`src/logic/diff_eval_pkg.sv`:
```
// Purpose: constants and types shared by the distance difference evaluator
// Assumes: distances in micrometres, 16 bit unsigned samples
// Notes: register map lives at the APB slave in the main file
//
// Summary of operation
// - step mode compares samples over 5 ms window
// - step above half taught emits 10 ms pulse
// - change below half returns output inactive
// - small fluctuations never raise a pulse
// - taught step height at least 0,2 mm
// - min/max collects only while sync active
// - sequence end computes max minus min
// - output on when spread exceeds nominal
// - output held until next sequence start
// - spread below nominal keeps output off
// - tolerance mode tests every sample continuously
// - tolerance output active between both bounds
// - nominal and tolerance taught separately
// - window mode stores upper and lower limit
// - window output active outside limits
// - window width at least 0,45 mm
// - two-point captures on sync rise, fall
// - difference above deviation sets output
// - taught deviation at least 0,3 mm
package diff_eval_pkg;

  // ---------------------------------------------------------------
  // clock and timing
  // ---------------------------------------------------------------
  localparam int unsigned CLK_HZ = 10_000_000;
  localparam int unsigned WINDOW_US = 5000; // step evaluation window
  localparam int unsigned PULSE_US = 10000; // least output pulse
  // longest time and least time both round down
  localparam int unsigned WINDOW_CYC = (WINDOW_US * (CLK_HZ / 1_000_000));
  localparam int unsigned PULSE_CYC = (PULSE_US * (CLK_HZ / 1_000_000) + 0);

  // ---------------------------------------------------------------
  // teach minima in micrometres
  // ---------------------------------------------------------------
  localparam logic [15:0] MIN_STEP_UM = 16'h00C8; // 0,2 mm
  localparam logic [15:0] MIN_WIN_UM = 16'h01C2; // 0,45 mm
  localparam logic [15:0] MIN_DEV_UM = 16'h012C; // 0,3 mm

  // ---------------------------------------------------------------
  // register byte offsets
  // ---------------------------------------------------------------
  localparam logic [7:0] REG_MODE = 8'h00; // mode select
  localparam logic [7:0] REG_TEACH_A = 8'h04; // step / nominal / upper / deviation
  localparam logic [7:0] REG_TEACH_B = 8'h08; // tolerance / lower
  localparam logic [7:0] REG_STATUS = 8'h0C; // output and teach errors
  localparam logic [7:0] REG_RESULT = 8'h10; // last computed difference
  localparam logic [7:0] REG_SAMPLE = 8'h14; // last sample seen

  // ---------------------------------------------------------------
  // reset values
  // ---------------------------------------------------------------
  localparam logic [15:0] TEACH_A_RST = 16'hFFFF;
  localparam logic [15:0] TEACH_B_RST = 16'h0000;

  // evaluation modes
  typedef enum logic [2:0] {
    MODE_STEP = 3'h0,
    MODE_MINMAX = 3'h1,
    MODE_TOL = 3'h2,
    MODE_WIN = 3'h3,
    MODE_TWOPT = 3'h4
  } mode_t;

endpackage

```
`src/logic/diff_eval.sv`:
```
// Purpose: distance difference evaluator with five modes and APB registers
// Assumes: sample_valid marks a new distance sample on pclk
// Notes: sync pin is external and double synchronised
//
// Implementation choices: register access over APB and the address map.
`timescale 1ns/1ps
`default_nettype none
module diff_eval
  import diff_eval_pkg::*;
#(
  parameter int unsigned WIN_CYC = WINDOW_CYC,
  parameter int unsigned PULSE_LEN = PULSE_CYC
) (
  input wire logic pclk,
  input wire logic presetn,
  input wire logic psel,
  input wire logic penable,
  input wire logic pwrite,
  input wire logic [7:0] paddr,
  input wire logic [31:0] pwdata,
  output logic [31:0] prdata,
  output logic pready,
  output logic pslverr,
  input wire logic [15:0] sample,
  input wire logic sample_valid,
  input wire logic sync_in,
  output logic switch_out
);

  // ---------------------------------------------------------------
  // helpers
  // ---------------------------------------------------------------
  function automatic logic [15:0] absdiff(input logic [15:0] a, input logic [15:0] b);
    absdiff = (a > b) ? (a - b) : (b - a);
  endfunction

  // ---------------------------------------------------------------
  // sync pin synchroniser
  // ---------------------------------------------------------------
  logic sync_m_q, sync_s_q, sync_p_q; // meta, stable, previous
  always_ff @(posedge pclk or negedge presetn) begin
    if (!presetn) begin
      sync_m_q <= 1'b0;
      sync_s_q <= 1'b0;
      sync_p_q <= 1'b0;
    end else begin
      sync_m_q <= sync_in;
      sync_s_q <= sync_m_q;
      sync_p_q <= sync_s_q;
    end
  end
  wire sync_rise = sync_s_q && !sync_p_q;
  wire sync_fall = !sync_s_q && sync_p_q;

  // ---------------------------------------------------------------
  // apb register file
  // ---------------------------------------------------------------
  logic [2:0] mode_q, mode_d; // selected evaluation mode
  logic [15:0] ta_q, ta_d; // teach value a
  logic [15:0] tb_q, tb_d; // teach value b
  logic [31:0] prdata_d;
  logic pready_d, pslverr_d;
  logic [15:0] diff_q; // last computed difference
  logic [15:0] last_q; // last sample
  logic teach_err; // taught value below minimum
  logic mapped;

  // address decode shared by reads and writes
  always_comb begin
    mapped = (paddr == REG_MODE) || (paddr == REG_TEACH_A) || (paddr == REG_TEACH_B) ||
             (paddr == REG_STATUS) || (paddr == REG_RESULT) || (paddr == REG_SAMPLE);
  end

  // minimum teach checks per mode
  always_comb begin
    case (mode_t'(mode_q))
      MODE_STEP: teach_err = ta_q < MIN_STEP_UM;
      MODE_WIN: teach_err = (ta_q < tb_q) || ((ta_q - tb_q) < MIN_WIN_UM);
      MODE_TWOPT: teach_err = ta_q < MIN_DEV_UM;
      default: teach_err = 1'b0;
    endcase
  end

  // next values for bus state; answers two cycles after setup, one wait state
  always_comb begin
    mode_d = mode_q;
    ta_d = ta_q;
    tb_d = tb_q;
    prdata_d = 32'h0000_0000;
    pready_d = 1'b0;
    pslverr_d = 1'b0;
    if (psel && penable && !pready) begin
      pready_d = 1'b1;
      pslverr_d = !mapped;
      if (pwrite) begin
        case (paddr)
          REG_MODE: begin
            // only defined codes are kept, one mode at a time
            if (pwdata[2:0] <= 3'h4) begin
              mode_d = pwdata[2:0];
            end
          end
          REG_TEACH_A: ta_d = pwdata[15:0];
          REG_TEACH_B: tb_d = pwdata[15:0];
          default: ;
        endcase
      end else begin
        case (paddr)
          REG_MODE: prdata_d = {29'h0, mode_q};
          REG_TEACH_A: prdata_d = {16'h0, ta_q};
          REG_TEACH_B: prdata_d = {16'h0, tb_q};
          REG_STATUS: prdata_d = {30'h0, teach_err, switch_out};
          REG_RESULT: prdata_d = {16'h0, diff_q};
          REG_SAMPLE: prdata_d = {16'h0, last_q};
          default: prdata_d = 32'h0000_0000;
        endcase
      end
    end
  end

  // bus registers
  always_ff @(posedge pclk or negedge presetn) begin
    if (!presetn) begin
      mode_q <= 3'h0;
      ta_q <= TEACH_A_RST;
      tb_q <= TEACH_B_RST;
      prdata <= 32'h0000_0000;
      pready <= 1'b0;
      pslverr <= 1'b0;
    end else begin
      mode_q <= mode_d;
      ta_q <= ta_d;
      tb_q <= tb_d;
      prdata <= prdata_d;
      pready <= pready_d;
      pslverr <= pslverr_d;
    end
  end

  // ---------------------------------------------------------------
  // evaluation state
  // ---------------------------------------------------------------
  logic [15:0] ref_q, ref_d; // step window reference sample
  logic [31:0] wcnt_q, wcnt_d; // step window cycles left
  logic [15:0] mx_q, mx_d, mn_q, mn_d; // min/max trackers
  logic have_q, have_d; // min/max saw a sample
  logic [15:0] p1_q, p1_d; // first two-point capture
  logic lvl_q, lvl_d; // evaluated output level
  logic [15:0] diff_d, last_d;
  logic step_trig; // step pulse request
  logic [15:0] step_chg;
  logic [15:0] half_step;
  logic [15:0] tol_lo, tol_hi;
  logic step_out;

  always_comb begin
    step_chg = absdiff(sample, ref_q);
    half_step = {1'b0, ta_q[15:1]};
    tol_lo = (ta_q > tb_q) ? (ta_q - tb_q) : 16'h0000;
    tol_hi = (ta_q > (16'hFFFF - tb_q)) ? 16'hFFFF : (ta_q + tb_q);
  end

  // mode evaluation next state
  always_comb begin
    ref_d = ref_q;
    wcnt_d = wcnt_q;
    mx_d = mx_q;
    mn_d = mn_q;
    have_d = have_q;
    p1_d = p1_q;
    lvl_d = lvl_q;
    diff_d = diff_q;
    last_d = last_q;
    step_trig = 1'b0;
    if (sample_valid) begin
      last_d = sample;
    end
    case (mode_t'(mode_q))
      MODE_STEP: begin
        lvl_d = 1'b0;
        if (wcnt_q != 32'd0) begin
          wcnt_d = wcnt_q - 32'd1;
        end
        if (sample_valid) begin
          // both rising and falling height change count
          diff_d = step_chg;
          if (step_chg > half_step) begin
            step_trig = 1'b1;
          end
          // window expiry restarts reference; small drift is absorbed
          if (wcnt_q == 32'd0 || step_trig) begin
            ref_d = sample;
            wcnt_d = WIN_CYC - 32'd1;
          end
        end
      end
      MODE_MINMAX: begin
        if (sync_rise) begin
          lvl_d = 1'b0;
          have_d = 1'b0;
        end else if (sync_s_q && sample_valid) begin
          // collect only inside the controller's sequence
          have_d = 1'b1;
          mx_d = (!have_q || sample > mx_q) ? sample : mx_q;
          mn_d = (!have_q || sample < mn_q) ? sample : mn_q;
        end else if (sync_fall && have_q) begin
          diff_d = mx_q - mn_q;
          lvl_d = (mx_q - mn_q) > ta_q;
        end
      end
      MODE_TOL: begin
        if (sample_valid) begin
          // active inside band; polarity unconfirmed, inside taken
          lvl_d = (sample >= tol_lo) && (sample <= tol_hi);
          diff_d = absdiff(sample, ta_q);
        end
      end
      MODE_WIN: begin
        if (sample_valid) begin
          lvl_d = (sample > ta_q) || (sample < tb_q);
        end
      end
      MODE_TWOPT: begin
        if (sync_rise) begin
          p1_d = last_q;
        end else if (sync_fall) begin
          diff_d = absdiff(last_q, p1_q);
          lvl_d = absdiff(last_q, p1_q) > ta_q;
        end
      end
      default: lvl_d = 1'b0;
    endcase
  end

  // evaluation registers
  always_ff @(posedge pclk or negedge presetn) begin
    if (!presetn) begin
      ref_q <= 16'h0000;
      wcnt_q <= 32'd0;
      mx_q <= 16'h0000;
      mn_q <= 16'h0000;
      have_q <= 1'b0;
      p1_q <= 16'h0000;
      lvl_q <= 1'b0;
      diff_q <= 16'h0000;
      last_q <= 16'h0000;
    end else begin
      ref_q <= ref_d;
      wcnt_q <= wcnt_d;
      mx_q <= mx_d;
      mn_q <= mn_d;
      have_q <= have_d;
      p1_q <= p1_d;
      lvl_q <= lvl_d;
      diff_q <= diff_d;
      last_q <= last_d;
    end
  end

  // ---------------------------------------------------------------
  // output stage
  // ---------------------------------------------------------------
  // step pulses are stretched so a slow controller still sees them
  pulse_stretch #(.CYCLES(PULSE_LEN)) u_stretch (
    .pclk(pclk),
    .presetn(presetn),
    .trig(step_trig && (mode_q == 3'h0)),
    .out_q(step_out)
  );

  // output register, off after reset
  always_ff @(posedge pclk or negedge presetn) begin
    if (!presetn) begin
      switch_out <= 1'b0;
    end else begin
      switch_out <= (mode_q == 3'h0) ? step_out : lvl_q;
    end
  end
endmodule
`default_nettype wire

```
`src/logic/pulse_stretch.sv`:
```
// Purpose: holds a switching output high for a least time
// Assumes: single clock, trigger is a level or a pulse
// Notes: output rises the cycle after trigger, falls when count ends and trigger low
`timescale 1ns/1ps
`default_nettype none
module pulse_stretch #(
  parameter int unsigned CYCLES = 100000
) (
  input wire logic pclk,
  input wire logic presetn,
  input wire logic trig,
  output logic out_q
);
  logic [31:0] cnt_q, cnt_d; // remaining hold cycles
  logic out_d;

  // ---------------------------------------------------------------
  // next state
  // ---------------------------------------------------------------
  always_comb begin
    cnt_d = cnt_q;
    out_d = out_q;
    if (trig && !out_q) begin
      // new event while output is low starts the hold
      cnt_d = CYCLES - 32'd1;
      out_d = 1'b1;
    end else if (cnt_q != 32'd0) begin
      cnt_d = cnt_q - 32'd1;
    end else begin
      out_d = trig; // release once hold is spent and cause gone
    end
  end

  // registers
  always_ff @(posedge pclk or negedge presetn) begin
    if (!presetn) begin
      cnt_q <= 32'd0;
      out_q <= 1'b0;
    end else begin
      cnt_q <= cnt_d;
      out_q <= out_d;
    end
  end
endmodule
`default_nettype wire

```
`config.mk`:
```
export PLATFORM = sky130hd
export DESIGN_NAME = diff_eval
export DESIGN_NICKNAME = d
export VERILOG_FILES = /design/src/logic/diff_eval_pkg.sv /design/src/logic/diff_eval.sv /design/src/logic/pulse_stretch.sv
export SDC_FILE = /design/constraint.sdc
export NUM_CORES = 1
export LEC_CHECK = 0
export BUFFER_PORTS_ARGS = -buffer_cell sky130_fd_sc_hd__buf_2
export CAP_MARGIN = 15
export CORE_MARGIN = 1.5
export CORE_UTILIZATION = 30
export CTS_CLUSTER_SIZE = 12
export DETAILED_ROUTE_END_ITERATION = 16
export PLACE_DENSITY_LB_ADDON = 0.12
export SLEW_MARGIN = 15
export SYNTH_ARGS = -nofsm -noshare
export SYNTH_HDL_FRONTEND = slang
export SYNTH_SLANG_ARGS = --single-unit
```
`constraint.sdc`:
```
create_clock -name pclk -period 5.7 [get_ports pclk]
set_input_delay 1.14 -clock pclk [delete_from_list [all_inputs] [get_ports pclk]]
set_output_delay 1.14 -clock pclk [all_outputs]
set_load 0.005 [all_outputs]
```
==> impl_metrics.py, run 1 <==
metrics = {
    "run_status": {
        "outcome": "finished, final reports clean",
    },
    "worst_setup_path": {
        "critPathMaxFanout": 22,
        "cp.arrival_ns": 5.83,
        "rr_endpoint": "lvl_q",
        "slowest_stage": "fa_1",
        "startpoint_type": "primary input",
        "worstRegToRegCells": 22,
        "cp_common_cell": "buf_4",
        "cp-end-kind": "register",
        "r2r-start": "ta_q[0]",
        "slowest_delay_ns": 0.39,
        "criticalPathCategory": "in2reg",
        "crit_required_ns": 6.22,
        "rrSetupSlack_ns": 0.43,
        "cp-startpoint": "sample[0]",
    },
    "synth": {
        "synth.area.top_cells": "dfrtp_1 (25%), ha_1 (17%), a21oi_1 (4.4%)",
        "synth_flop_cell": "dfrtp_1",
        "avgSynthCellArea_um2": 8.36,
        "synth_compound_area_share_pct": 21.6,
        "synth_seq_cells": 220,
        "netlist_area_mm2": 0.0202,
        "synth_warnings": 0,
        "synth_top_family_by_area": "compound AO/OA/AOI/OAI gates",
        "yosys.area_share.adder_pct": 17.5,
        "yosysSeqAreaShare_pct": 27.3,
        "async_flop_share_pct": 100,
        "synth_xor_area_share_pct": 5.71,
        "synth_edf_count": 0,
        "synth_cell_types": 79,
        "synth_top_area_cell": "dfrtp_1",
        "synth_mux_area_share_pct": 3.98,
        "synth_top_area_share_pct": 25.2,
        "synthCells": 2422,
        "synth-simple-area-share_pct": 17.9,
    },
    "detailed_routing": {
        "wl_per_cell_um": 23.2,
        "drt-total-wl_mm": 79.7,
        "via_per_inst": 5.47,
        "remaining_drc_errors": 0,
        "drtPass1Iterations": 7,
        "dr_total_vias": 18800,
        "first_iter_violations": 1540,
        "ant_nets": 0,
    },
    "die": {
        "dieArea_mm2": 0.0690,
        "die_w_um": 263,
        "io_pins": 98,
        "coreArea_mm2": 0.0669,
        "start_util_pct": 30.2,
        "die_h_um": 263,
        "rows": 95,
    },
    "clock_network": {
        "post_cts_buffers": 0,
        "cts_resized": 0,
        "clkLatencyLatePin_ns": 0.61,
        "htreeDepth": 1,
        "tritoncts": "built",
        "cts_hold_buf": 0,
        "clkSlewWorstSetupHoldPaths_ns": 0.06,
        "cts_buffers": 30,
        "cts_buffer_depth": 3,
        "cts_root_buf": "clkbuf_16",
        "cts_sinks": 220,
    },
    "grt": {
        "grt_util_met3_pct": 2.92,
        "grt_max_degree": 92,
        "antenna_found_initial": 6,
        "grt_pass1_wl_mm": 120,
        "met2_usage_pct": 36.7,
        "grtUsageMet1_pct": 31.5,
        "grt_util_all_layers_pct": 22.7,
        "overflow": 0,
        "grt.busiest_layer": "met2",
        "grt_pass1_vias": 18300,
    },
    "timing": {
        "fin_skew_ns": 0.0204,
        "final-setup-viol-count": 0,
        "finalHoldViolations": 0,
        "fmax_ghz": 0.188,
        "maxSlewViolCount": 0,
        "fin_crit_sh_pct": 93.2,
        "rsz0062_at_grt": "false",
        "tightestPinTransition_ns": 1.11,
        "relSlewSlack_pct": 25.5,
        "timing.hold.ws_ns": 0.353,
        "period_minus_slack_ns": 5.31,
    },
    "layout": {
        "areaGrowthSynthToFinish_pct": 15.9,
        "layout.nets": 2884,
        "diodes": 0,
        "drive_gt1_share_pct": 13.4,
        "fin_area_mm2": 0.0235,
    },
    "power_and_ir_drop": {
        "pwr-share-comb_pct": 56.2,
        "peakVddDrop_mv": 0.291,
        "internal_power_mw": 5.69,
        "p_leak_nw": 10.1,
        "swShare_pct": 43.1,
        "p_per_area_mw_per_mm2": 427,
        "clkPwrFrac_pct": 22.4,
        "p_sw_mw": 4.32,
        "p_seq_share_pct": 21.4,
    },
    "min_path": {
        "min_path_cells": 0,
        "min_to": "sync_s_q",
        "min-delay-start": "sync_m_q",
        "min_path_type": "reg2reg",
    },
    "place": {
        "dp_hpwl_mm": 60.9,
        "port_buffers": 65,
        "placed_area_mm2": 0.0223,
        "place_congestion": 0.914,
    },
    "job": {
        "max-cap-violations": 0,
    },
}
cells by family (layout without fill, tap and decap cells):
family / after synthesis / after routing
and+or+nand+nor: 746 / 746
other: 1 / 16
adders and majority gates: 278 / 278
DFF: 220 / 220
xor gates and xnor gates: 132 / 132
buffers and inverters: 299 / 429
AOI/OAI and AO/OA: 670 / 670
muxes: 76 / 76
worst max-delay path, delay by kind of cell:
family,cells,cell delay (ns)
AOI/OAI and AO/OA,12,2.03
buffers and inverters,8,1.31
adders and majority gates,3,0.88
and+or+nand+nor,2,0.31
xor gates and xnor gates,1,0.14
power groups by stage:
| stage | combinational (mW) | clock, mW | sequential (mW) |
|---|---|---|---|
| after floorplan | 3.41 | 0 | 2.01 |
| after global placement | 5.52 | 0 | 2.16 |
| after detailed placement | 5.56 | 0 | 2.16 |
| after CTS | 5.60 | 2.30 | 2.14 |
| after global routing | 6.20 | 2.37 | 2.17 |
| final | 5.62 | 2.24 | 2.14 |
flip-flops by register name, summed over array words and instances, names as in the netlist, 3 cells and up:
signal and flops:
diff_q 16, last_q 16, mn_q 16, mode_q 3, mx_q 16, p1_q 16, prdata 16, ref_q 16
ta_q 16, tb_q 16, u_stretch.cnt_q 32, wcnt_q 32
metal layers:
metal	part of all wire, %	routed length (um)
met1	47	37100
met2	45	36200
met3	5.1	4050
met4	3.0	2360
met5	0.016	13
per-stage QoR:
step	total power, mW	worst slack (ns)	cells	utilization, %	setup TNS [ns]
6_report	10.0	0.386	3440	35.1	0
5_1_grt	10.7	0.0929	3440	35.1	0
4_1_cts	10.0	0.409	3440	35.1	0
3_5_place_dp	7.73	-0.190	3384	33.3	-10.50
3_3_place_gp	7.68	-0.257	3384	33.3	-17.05
2_1_floorplan	5.42	0.0503	2437	-	0
cell type report:
cell class	instances	area [um2]
Clock inverter	16	285
Clock buffer	40	890
Inverter	172	646
Sequential cell	220	5530
Fill cell	6975	43500
Multi-Input combinational cell	1918	13600
Tap cell	873	1090
Timing Repair Buffer	201	1430
cell usage in the layout, fill, tap and decap left out, types with 36 or more instances in the layout:
cell,netlist,layout
xor2_1,44,44
a21o_1,60,60
buf_2,15,64
buf_4,19,130
o21ai_0,141,140
inv_1,172,172
a21oi_1,179,179
mux2i_1,40,40
nand4_1,60,60
mux2_2,36,36
dfrtp_1,204,204
ha_1,269,269
xnor2_1,88,87
nand2_1,218,218
nor2_1,200,199
nor3_1,49,49
synthesized netlist by cell type, types with 18 or more instances:
cell,count
nand2_1,218
o211ai_1,23
and3_1,20
xnor2_1,88
nor4_1,21
buf_4,19
inv_1,172
a31oi_1,27
nor2_1,200
a221oi_1,18
mux2i_1,40
nand3_1,34
o21a_1,26
a211oi_1,22
dfrtp_1,204
nor2b_1,34
xor2_1,44
nand2b_1,31
clkbuf_1,88
ha_1,269
o21ai_0,141
a21oi_1,179
mux2_2,36
nor3_1,49
a21o_1,60
nand4_1,60
how the worst max path moves through the flow:
stage / end / slack (ns) / cells past startpoint
after global placement: u_stretch.cnt_q[5] / -0.26 / 26
after CTS: u_stretch.cnt_q[12] / 0.41 / 26
after global routing: u_stretch.cnt_q[5] / 0.09 / 26
final: u_stretch.cnt_q[12] / 0.39 / 26
after detailed placement: u_stretch.cnt_q[5] / -0.19 / 26
after floorplan: wcnt_q[9] / 0.05 / 24
(Power assumes the default switching activity.)
==> run 2, diff against run 1 <==
Settings changed: REMOVE_ABC_BUFFERS set to 1.
==> impl_metrics.py, run 2 (synthesized netlist as in run 1, its figures left out) <==
metrics = {
    "layout": {
        "layout.nets": 2873,
        "final_cells": 3429,
        "multi_input_area_mm2": 0.0136,
        "seq_area_mm2": 0.00553,
        "utilization_pct": 34.8,
        "areaGrowthSynthToFinish_pct": 14.9,
        "drive_gt1_share_pct": 12.9,
        "top_regs": "u_stretch.cnt_q x32, wcnt_q x32",
        "layout_common_cells": "ha_1 (269), nand2_1 (218), dfrtp_1 (204), nor2_1 (199), a21oi_1 (179)",
        "layout_commonest_cell": "ha_1",
        "fillCellCount": 6995,
    },
    "place": {
        "dp_cells": 3372,
        "dp_hpwl_mm": 61.4,
        "port_buffers": 65,
        "place_congestion": 0.921,
    },
    "detailed_routing": {
        "first_iter_violations": 1640,
        "drtPass1Iterations": 8,
        "remaining_drc_errors": 0,
        "wl_per_cell_um": 23.0,
        "via_per_inst": 5.48,
        "ant_nets": 0,
        "drt-total-wl_mm": 79.0,
        "dr_total_vias": 18800,
    },
    "power_and_ir_drop": {
        "p_seq_share_pct": 21.8,
        "clkPwrFrac_pct": 21.5,
        "pwr-share-comb_pct": 56.8,
        "peakVddDrop_mv": 0.257,
        "internal_power_mw": 5.33,
        "p_per_area_mw_per_mm2": 416,
        "p_sw_mw": 4.35,
        "swShare_pct": 44.9,
        "p_leak_nw": 10.0,
    },
    "min_path": {
        "min-delay-start": "sync_m_q",
        "min_to": "sync_s_q",
        "min_path_cells": 0,
        "min_path_type": "reg2reg",
    },
    "timing": {
        "maxSlewViolCount": 0,
        "fmax_ghz": 0.188,
        "period_minus_slack_ns": 5.32,
        "rsz0062_at_grt": "false",
        "finalHoldViolations": 0,
        "fin_skew_ns": 0.0166,
        "tightestPinTransition_ns": 1.12,
        "relSlewSlack_pct": 25.5,
        "final-setup-viol-count": 0,
        "finalSetupTns_ns": 0,
        "fin_crit_sh_pct": 93.3,
    },
    "clock_network": {
        "post_cts_buffers": 0,
        "cts_root_buf": "clkbuf_16",
        "htreeDepth": 1,
        "clkSlewWorstSetupHoldPaths_ns": 0.06,
        "cts_hold_buf": 0,
        "tritoncts": "built",
        "cts_sinks": 220,
        "clkLatencyLatePin_ns": 0.61,
        "cts_resized": 0,
        "cts_buffers": 31,
        "cts_buffer_depth": 3,
    },
    "grt": {
        "grt_pass1_wl_mm": 118,
        "antenna_found_initial": 3,
        "grt_max_degree": 95,
        "grt_pass1_vias": 18400,
        "overflow": 0,
        "grt_util_all_layers_pct": 22.4,
    },
    "worst_setup_path": {
        "criticalPathCategory": "reg2reg",
        "cp.arrival_ns": 5.78,
        "cpLargestDelayFamily": "compound AO/OA/AOI/OAI gates",
        "slowest_delay_ns": 0.53,
        "crit_required_ns": 6.16,
        "cp_common_cell": "o21ai_0",
        "cp-end-kind": "register",
        "rrSetupSlack_ns": 0.38,
        "cp.buffers_inverters": 1,
        "slowest_stage": "dfstp_2",
        "worstRegToRegCells": 22,
        "critical_path.cell_chain": "inv_1 -> ha_1 -> fa_1 -> nor2b_1 -> o21ai_0 -> a21boi_0 -> o31ai_1 -> a31oi_1 -> a31oi_1 -> o21ai_0 -> o41a_1 -> and2_1 -> ha_1 -> nand2b_1 -> a21o_1 -> a21oi_1 -> o21ai_0 -> and3_1 -> o21ai_0 -> a21oi_1 -> o221ai_1 -> a41oi_1",
        "rr_endpoint": "lvl_q",
        "r2r-start": "ta_q[0]",
        "startpoint_type": "register",
        "critPathMaxFanout": 6,
    },
    "die": {
        "dieArea_mm2": 0.0690,
        "die_h_um": 263,
        "rows": 95,
        "die_w_um": 263,
        "io_pins": 98,
        "start_util_pct": 30.2,
        "coreArea_mm2": 0.0669,
    },
    "job": {
        "max-cap-violations": 0,
    },
    "run_status": {
        "outcome": "finished, final reports clean",
    },
}
-- run 2: cell count changes in the layout (fill, tap and decap cells not counted), moves of 2 or more --
cell	delta
inv_6	+2
buf_4	-11
bufinv_16	-4
clkbuf_1	+3
clkbuf_8	-2
-- run 2: area by class of cell --
class | instances | share of cell area (%)
antenna | 1 | 0.0108
sequential | 220 | 23.8
inverter | 172 | 2.78
timing repair buffer | 189 | 5.71
tap | 873 | 4.70
clock inverter | 15 | 0.823
multi-input combinational | 1918 | 58.5
clock buffer | 41 | 3.75
-- run 2: power by group through the flow --
stage	clock, mW	sequential [mW]	combinational [mW]
4_1_cts	2.14	2.10	5.47
3_5_place_dp	0	2.12	5.44
2_1_floorplan	0	2.01	3.29
5_1_grt	2.19	2.14	6.06
6_report	2.08	2.11	5.49
3_3_place_gp	0	2.12	5.38
-- run 2: how the worst max path moves through the flow --
stage                    from                  end  slack, ns  cells past startpoint
floorplan           sample[0]  u_stretch.cnt_q[11]      -1.13                     21
global placement    sample[0]            ref_q[12]      -0.16                     24
detailed placement  sample[0]            ref_q[11]      -0.09                     25
CTS                   ta_q[0]                lvl_q       0.42                     22
global route          ta_q[0]                lvl_q       0.11                     22
finish                ta_q[0]                lvl_q       0.38                     22
-- run 2: worst reg2reg max path, delay by kind of cell (launching register included) --
kind / cells / cell delay (ns)
fa+ha+maj: 3 / 0.89
flops: 1 / 0.53
compound gates: 14 / 2.99
simple gates: 4 / 0.66
buf+inv: 1 / 0.11
-- run 2: layer usage --
metal | wire length, um | share of wire [%] | track usage (%) | vias up
li1 | - | - | - | 8952
met1 | 36700 | 46 | 31.1 | 9220
met2 | 35100 | 44 | 35.9 | 516
met3 | 4130 | 5.2 | 2.75 | 112
met4 | 3010 | 3.8 | 7.95 | 0
met5 | 0 | 0 | 0 | -
-- run 2: per-stage QoR --
stage	hold slack, ns	power, mW	setup WS [ns]	instance area [um2]
after floorplan	0.331	5.30	-1.13	19700
after global placement	0.346	7.50	-0.165	22200
after detailed placement	0.345	7.57	-0.0868	22200
after CTS	0.357	9.71	0.422	23300
after global routing	0.362	10.4	0.113	23300
final	0.353	9.68	0.384	23300
==> run 3, diff against run 2 <==
--- a/config.mk
+++ b/config.mk
@@ -13,2 +13,3 @@
 export DETAILED_ROUTE_END_ITERATION = 16
+export HOLD_SLACK_MARGIN = 0.1
 export PLACE_DENSITY_LB_ADDON = 0.12
==> constraint.sdc (replaced) <==
create_clock -name pclk -period 5.7 [get_ports pclk]
set_input_delay 0.285 -clock pclk [delete_from_list [all_inputs] [get_ports pclk]]
set_output_delay 0.285 -clock pclk [all_outputs]
set_load 0.005 [all_outputs]
==> impl_metrics.py, run 3 (synthesized netlist as in run 1, its figures left out) <==
metrics = {
    "worst_setup_path": {
        "criticalPathCategory": "reg2reg",
        "rr_endpoint": "lvl_q",
        "critPathMaxFanout": 6,
        "worstSetupEndpoint": "lvl_q",
        "worstRegToRegCells": 22,
        "cp-startpoint": "ta_q[0]",
        "startpoint_type": "register",
        "crit_required_ns": 6.17,
        "cp-end-kind": "register",
        "cp.arrival_ns": 5.74,
        "rrSetupSlack_ns": 0.42,
        "r2r-start": "ta_q[0]",
    },
    "clock_network": {
        "clkSlewWorstSetupHoldPaths_ns": 0.06,
        "clkLatencyLatePin_ns": 0.61,
        "cts_resized": 0,
        "cts_root_buf": "clkbuf_16",
        "cts_hold_buf": 24,
        "cts_sinks": 220,
        "htreeDepth": 1,
        "cts_buffers": 31,
        "tritoncts": "built",
        "post_cts_buffers": 0,
        "cts_buffer_depth": 3,
    },
    "detailed_routing": {
        "dr_total_vias": 18600,
        "remaining_drc_errors": 0,
        "via_per_inst": 5.48,
        "wl_per_cell_um": 23.5,
        "drtPass1Iterations": 8,
        "ant_nets": 0,
        "drt-total-wl_mm": 79.8,
        "first_iter_violations": 1539,
    },
    "power_and_ir_drop": {
        "peakVddDrop_mv": 0.252,
        "p_leak_nw": 9.89,
        "p_sw_mw": 4.30,
        "p_per_area_mw_per_mm2": 411,
        "swShare_pct": 45.1,
        "clkPwrFrac_pct": 23.6,
        "internal_power_mw": 5.23,
        "pwr-share-comb_pct": 54.3,
        "p_seq_share_pct": 22.1,
    },
    "place": {
        "port_buffers": 65,
        "place_congestion": 0.928,
        "dp_hpwl_mm": 60.5,
    },
    "grt": {
        "grt_pass1_wl_mm": 119,
        "overflow": 0,
        "grt_pass1_vias": 18200,
        "antenna_found_initial": 5,
        "grt_max_degree": 131,
        "grt_util_all_layers_pct": 22.7,
    },
    "layout": {
        "top_regs": "u_stretch.cnt_q x32, wcnt_q x32",
        "diodes": 0,
        "layout_common_cells": "ha_1 (269), nand2_1 (218), dfrtp_1 (204), nor2_1 (199), a21oi_1 (179)",
        "drive_gt1_share_pct": 10.9,
        "fillCellCount": 6921,
        "layout_commonest_cell": "ha_1",
        "areaGrowthSynthToFinish_pct": 14.4,
        "layout.nets": 2843,
        "utilization_pct": 34.6,
    },
    "timing": {
        "fmax_ghz": 0.190,
        "final-setup-viol-count": 0,
        "fin_crit_sh_pct": 92.6,
        "fin_skew_ns": 0.0308,
        "tightestPinTransition_ns": 1.14,
        "rsz0062_at_grt": "false",
        "relSlewSlack_pct": 24.0,
        "maxSlewViolCount": 0,
        "period_minus_slack_ns": 5.28,
        "finalHoldViolations": 0,
        "timing.hold.ws_ns": 0.170,
        "finalSetupTns_ns": 0,
    },
    "die": {
        "dieArea_mm2": 0.0690,
        "start_util_pct": 30.2,
        "rows": 95,
        "die_h_um": 263,
        "die_w_um": 263,
        "coreArea_mm2": 0.0669,
        "io_pins": 98,
    },
    "min_path": {
        "min_path_type": "in2reg",
    },
    "job": {
        "max-cap-violations": 0,
    },
    "run_status": {
        "outcome": "finished, final reports clean",
    },
}
==> run 3: cell types whose count changed in the layout (fill, tap and decap cells not counted), moves of 2 or more <==
cell           before  now
buf_12              5    3
buf_4             119   67
bufinv_16           4    8
clkbuf_8            6    4
dlygate4sd3_1       0   24
==> run 3: area by class of cell <==
type                    count  area [um2]  area share [%]
multi-input cells        1918       13600            58.7
flip-flops and latches    220        5530            23.9
repair buffers            159        1140            4.92
well taps                 873        1090            4.72
clock buffers              39         846            3.65
inverters                 172         646            2.79
clock inverters            19         317            1.37
==> run 3: worst min path at each step <==
stage | start | to | slack, ns | depth (start not counted)
3_3_place_gp | presetn | tb_q[11] | 0.34 | 1
6_report | sample[7] | mn_q[7] | 0.17 | 4
3_5_place_dp | presetn | tb_q[11] | 0.35 | 1
4_1_cts | sample[5] | last_q[5] | 0.16 | 4
5_1_grt | sample[7] | mn_q[7] | 0.18 | 4
2_1_floorplan | presetn | diff_q[0] | -0.01 | 0
==> run 3: power by group through the flow <==
stage	clock network (mW)	logic [mW]	registers, mW
after global placement	0	5.04	2.12
after detailed placement	0	5.09	2.12
after global routing	2.35	5.73	2.14
final	2.24	5.18	2.11
after floorplan	0	3.29	2.01
after CTS	2.31	5.13	2.10
==> run 3: metrics by stage <==
step / instance area [um2] / std cells / power [mW] / setup WS (ns)
after floorplan: 19700 / 2310 / 5.30 / -0.275
after global placement: 21800 / 3318 / 7.15 / 0.331
after detailed placement: 21800 / 3318 / 7.21 / 0.407
final: 23200 / 3400 / 9.53 / 0.424
after global routing: 23200 / 3400 / 10.2 / 0.0517
after CTS: 23200 / 3400 / 9.54 / 0.421
==> run 3: layer usage <==
layer	routed length, um	GRT usage (%)	vias to the layer above
met2	35400	36.3	511
met4	3500	8.66	2
li1	-	-	8897
met5	11	0	-
met3	4140	3.09	121
met1	36700	31.1	9100
==> run 3: critical path, cell delays in order (launching register included) <==
cell and delay (ns):
dfstp_2 0.53, inv_1 0.09, ha_1 0.25, fa_1 0.43
nor2b_1 0.13, o21ai_0 0.10, a21boi_0 0.37, o31ai_1 0.17
a31oi_1 0.30, a31oi_1 0.21, o21ai_0 0.31, o41a_1 0.33
and2_1 0.17, ha_1 0.22, nand2b_1 0.14, a21o_1 0.17
a21oi_1 0.16, o21ai_0 0.11, and3_1 0.18, o21ai_0 0.21
a21oi_1 0.10, o221ai_1 0.32, a41oi_1 0.16
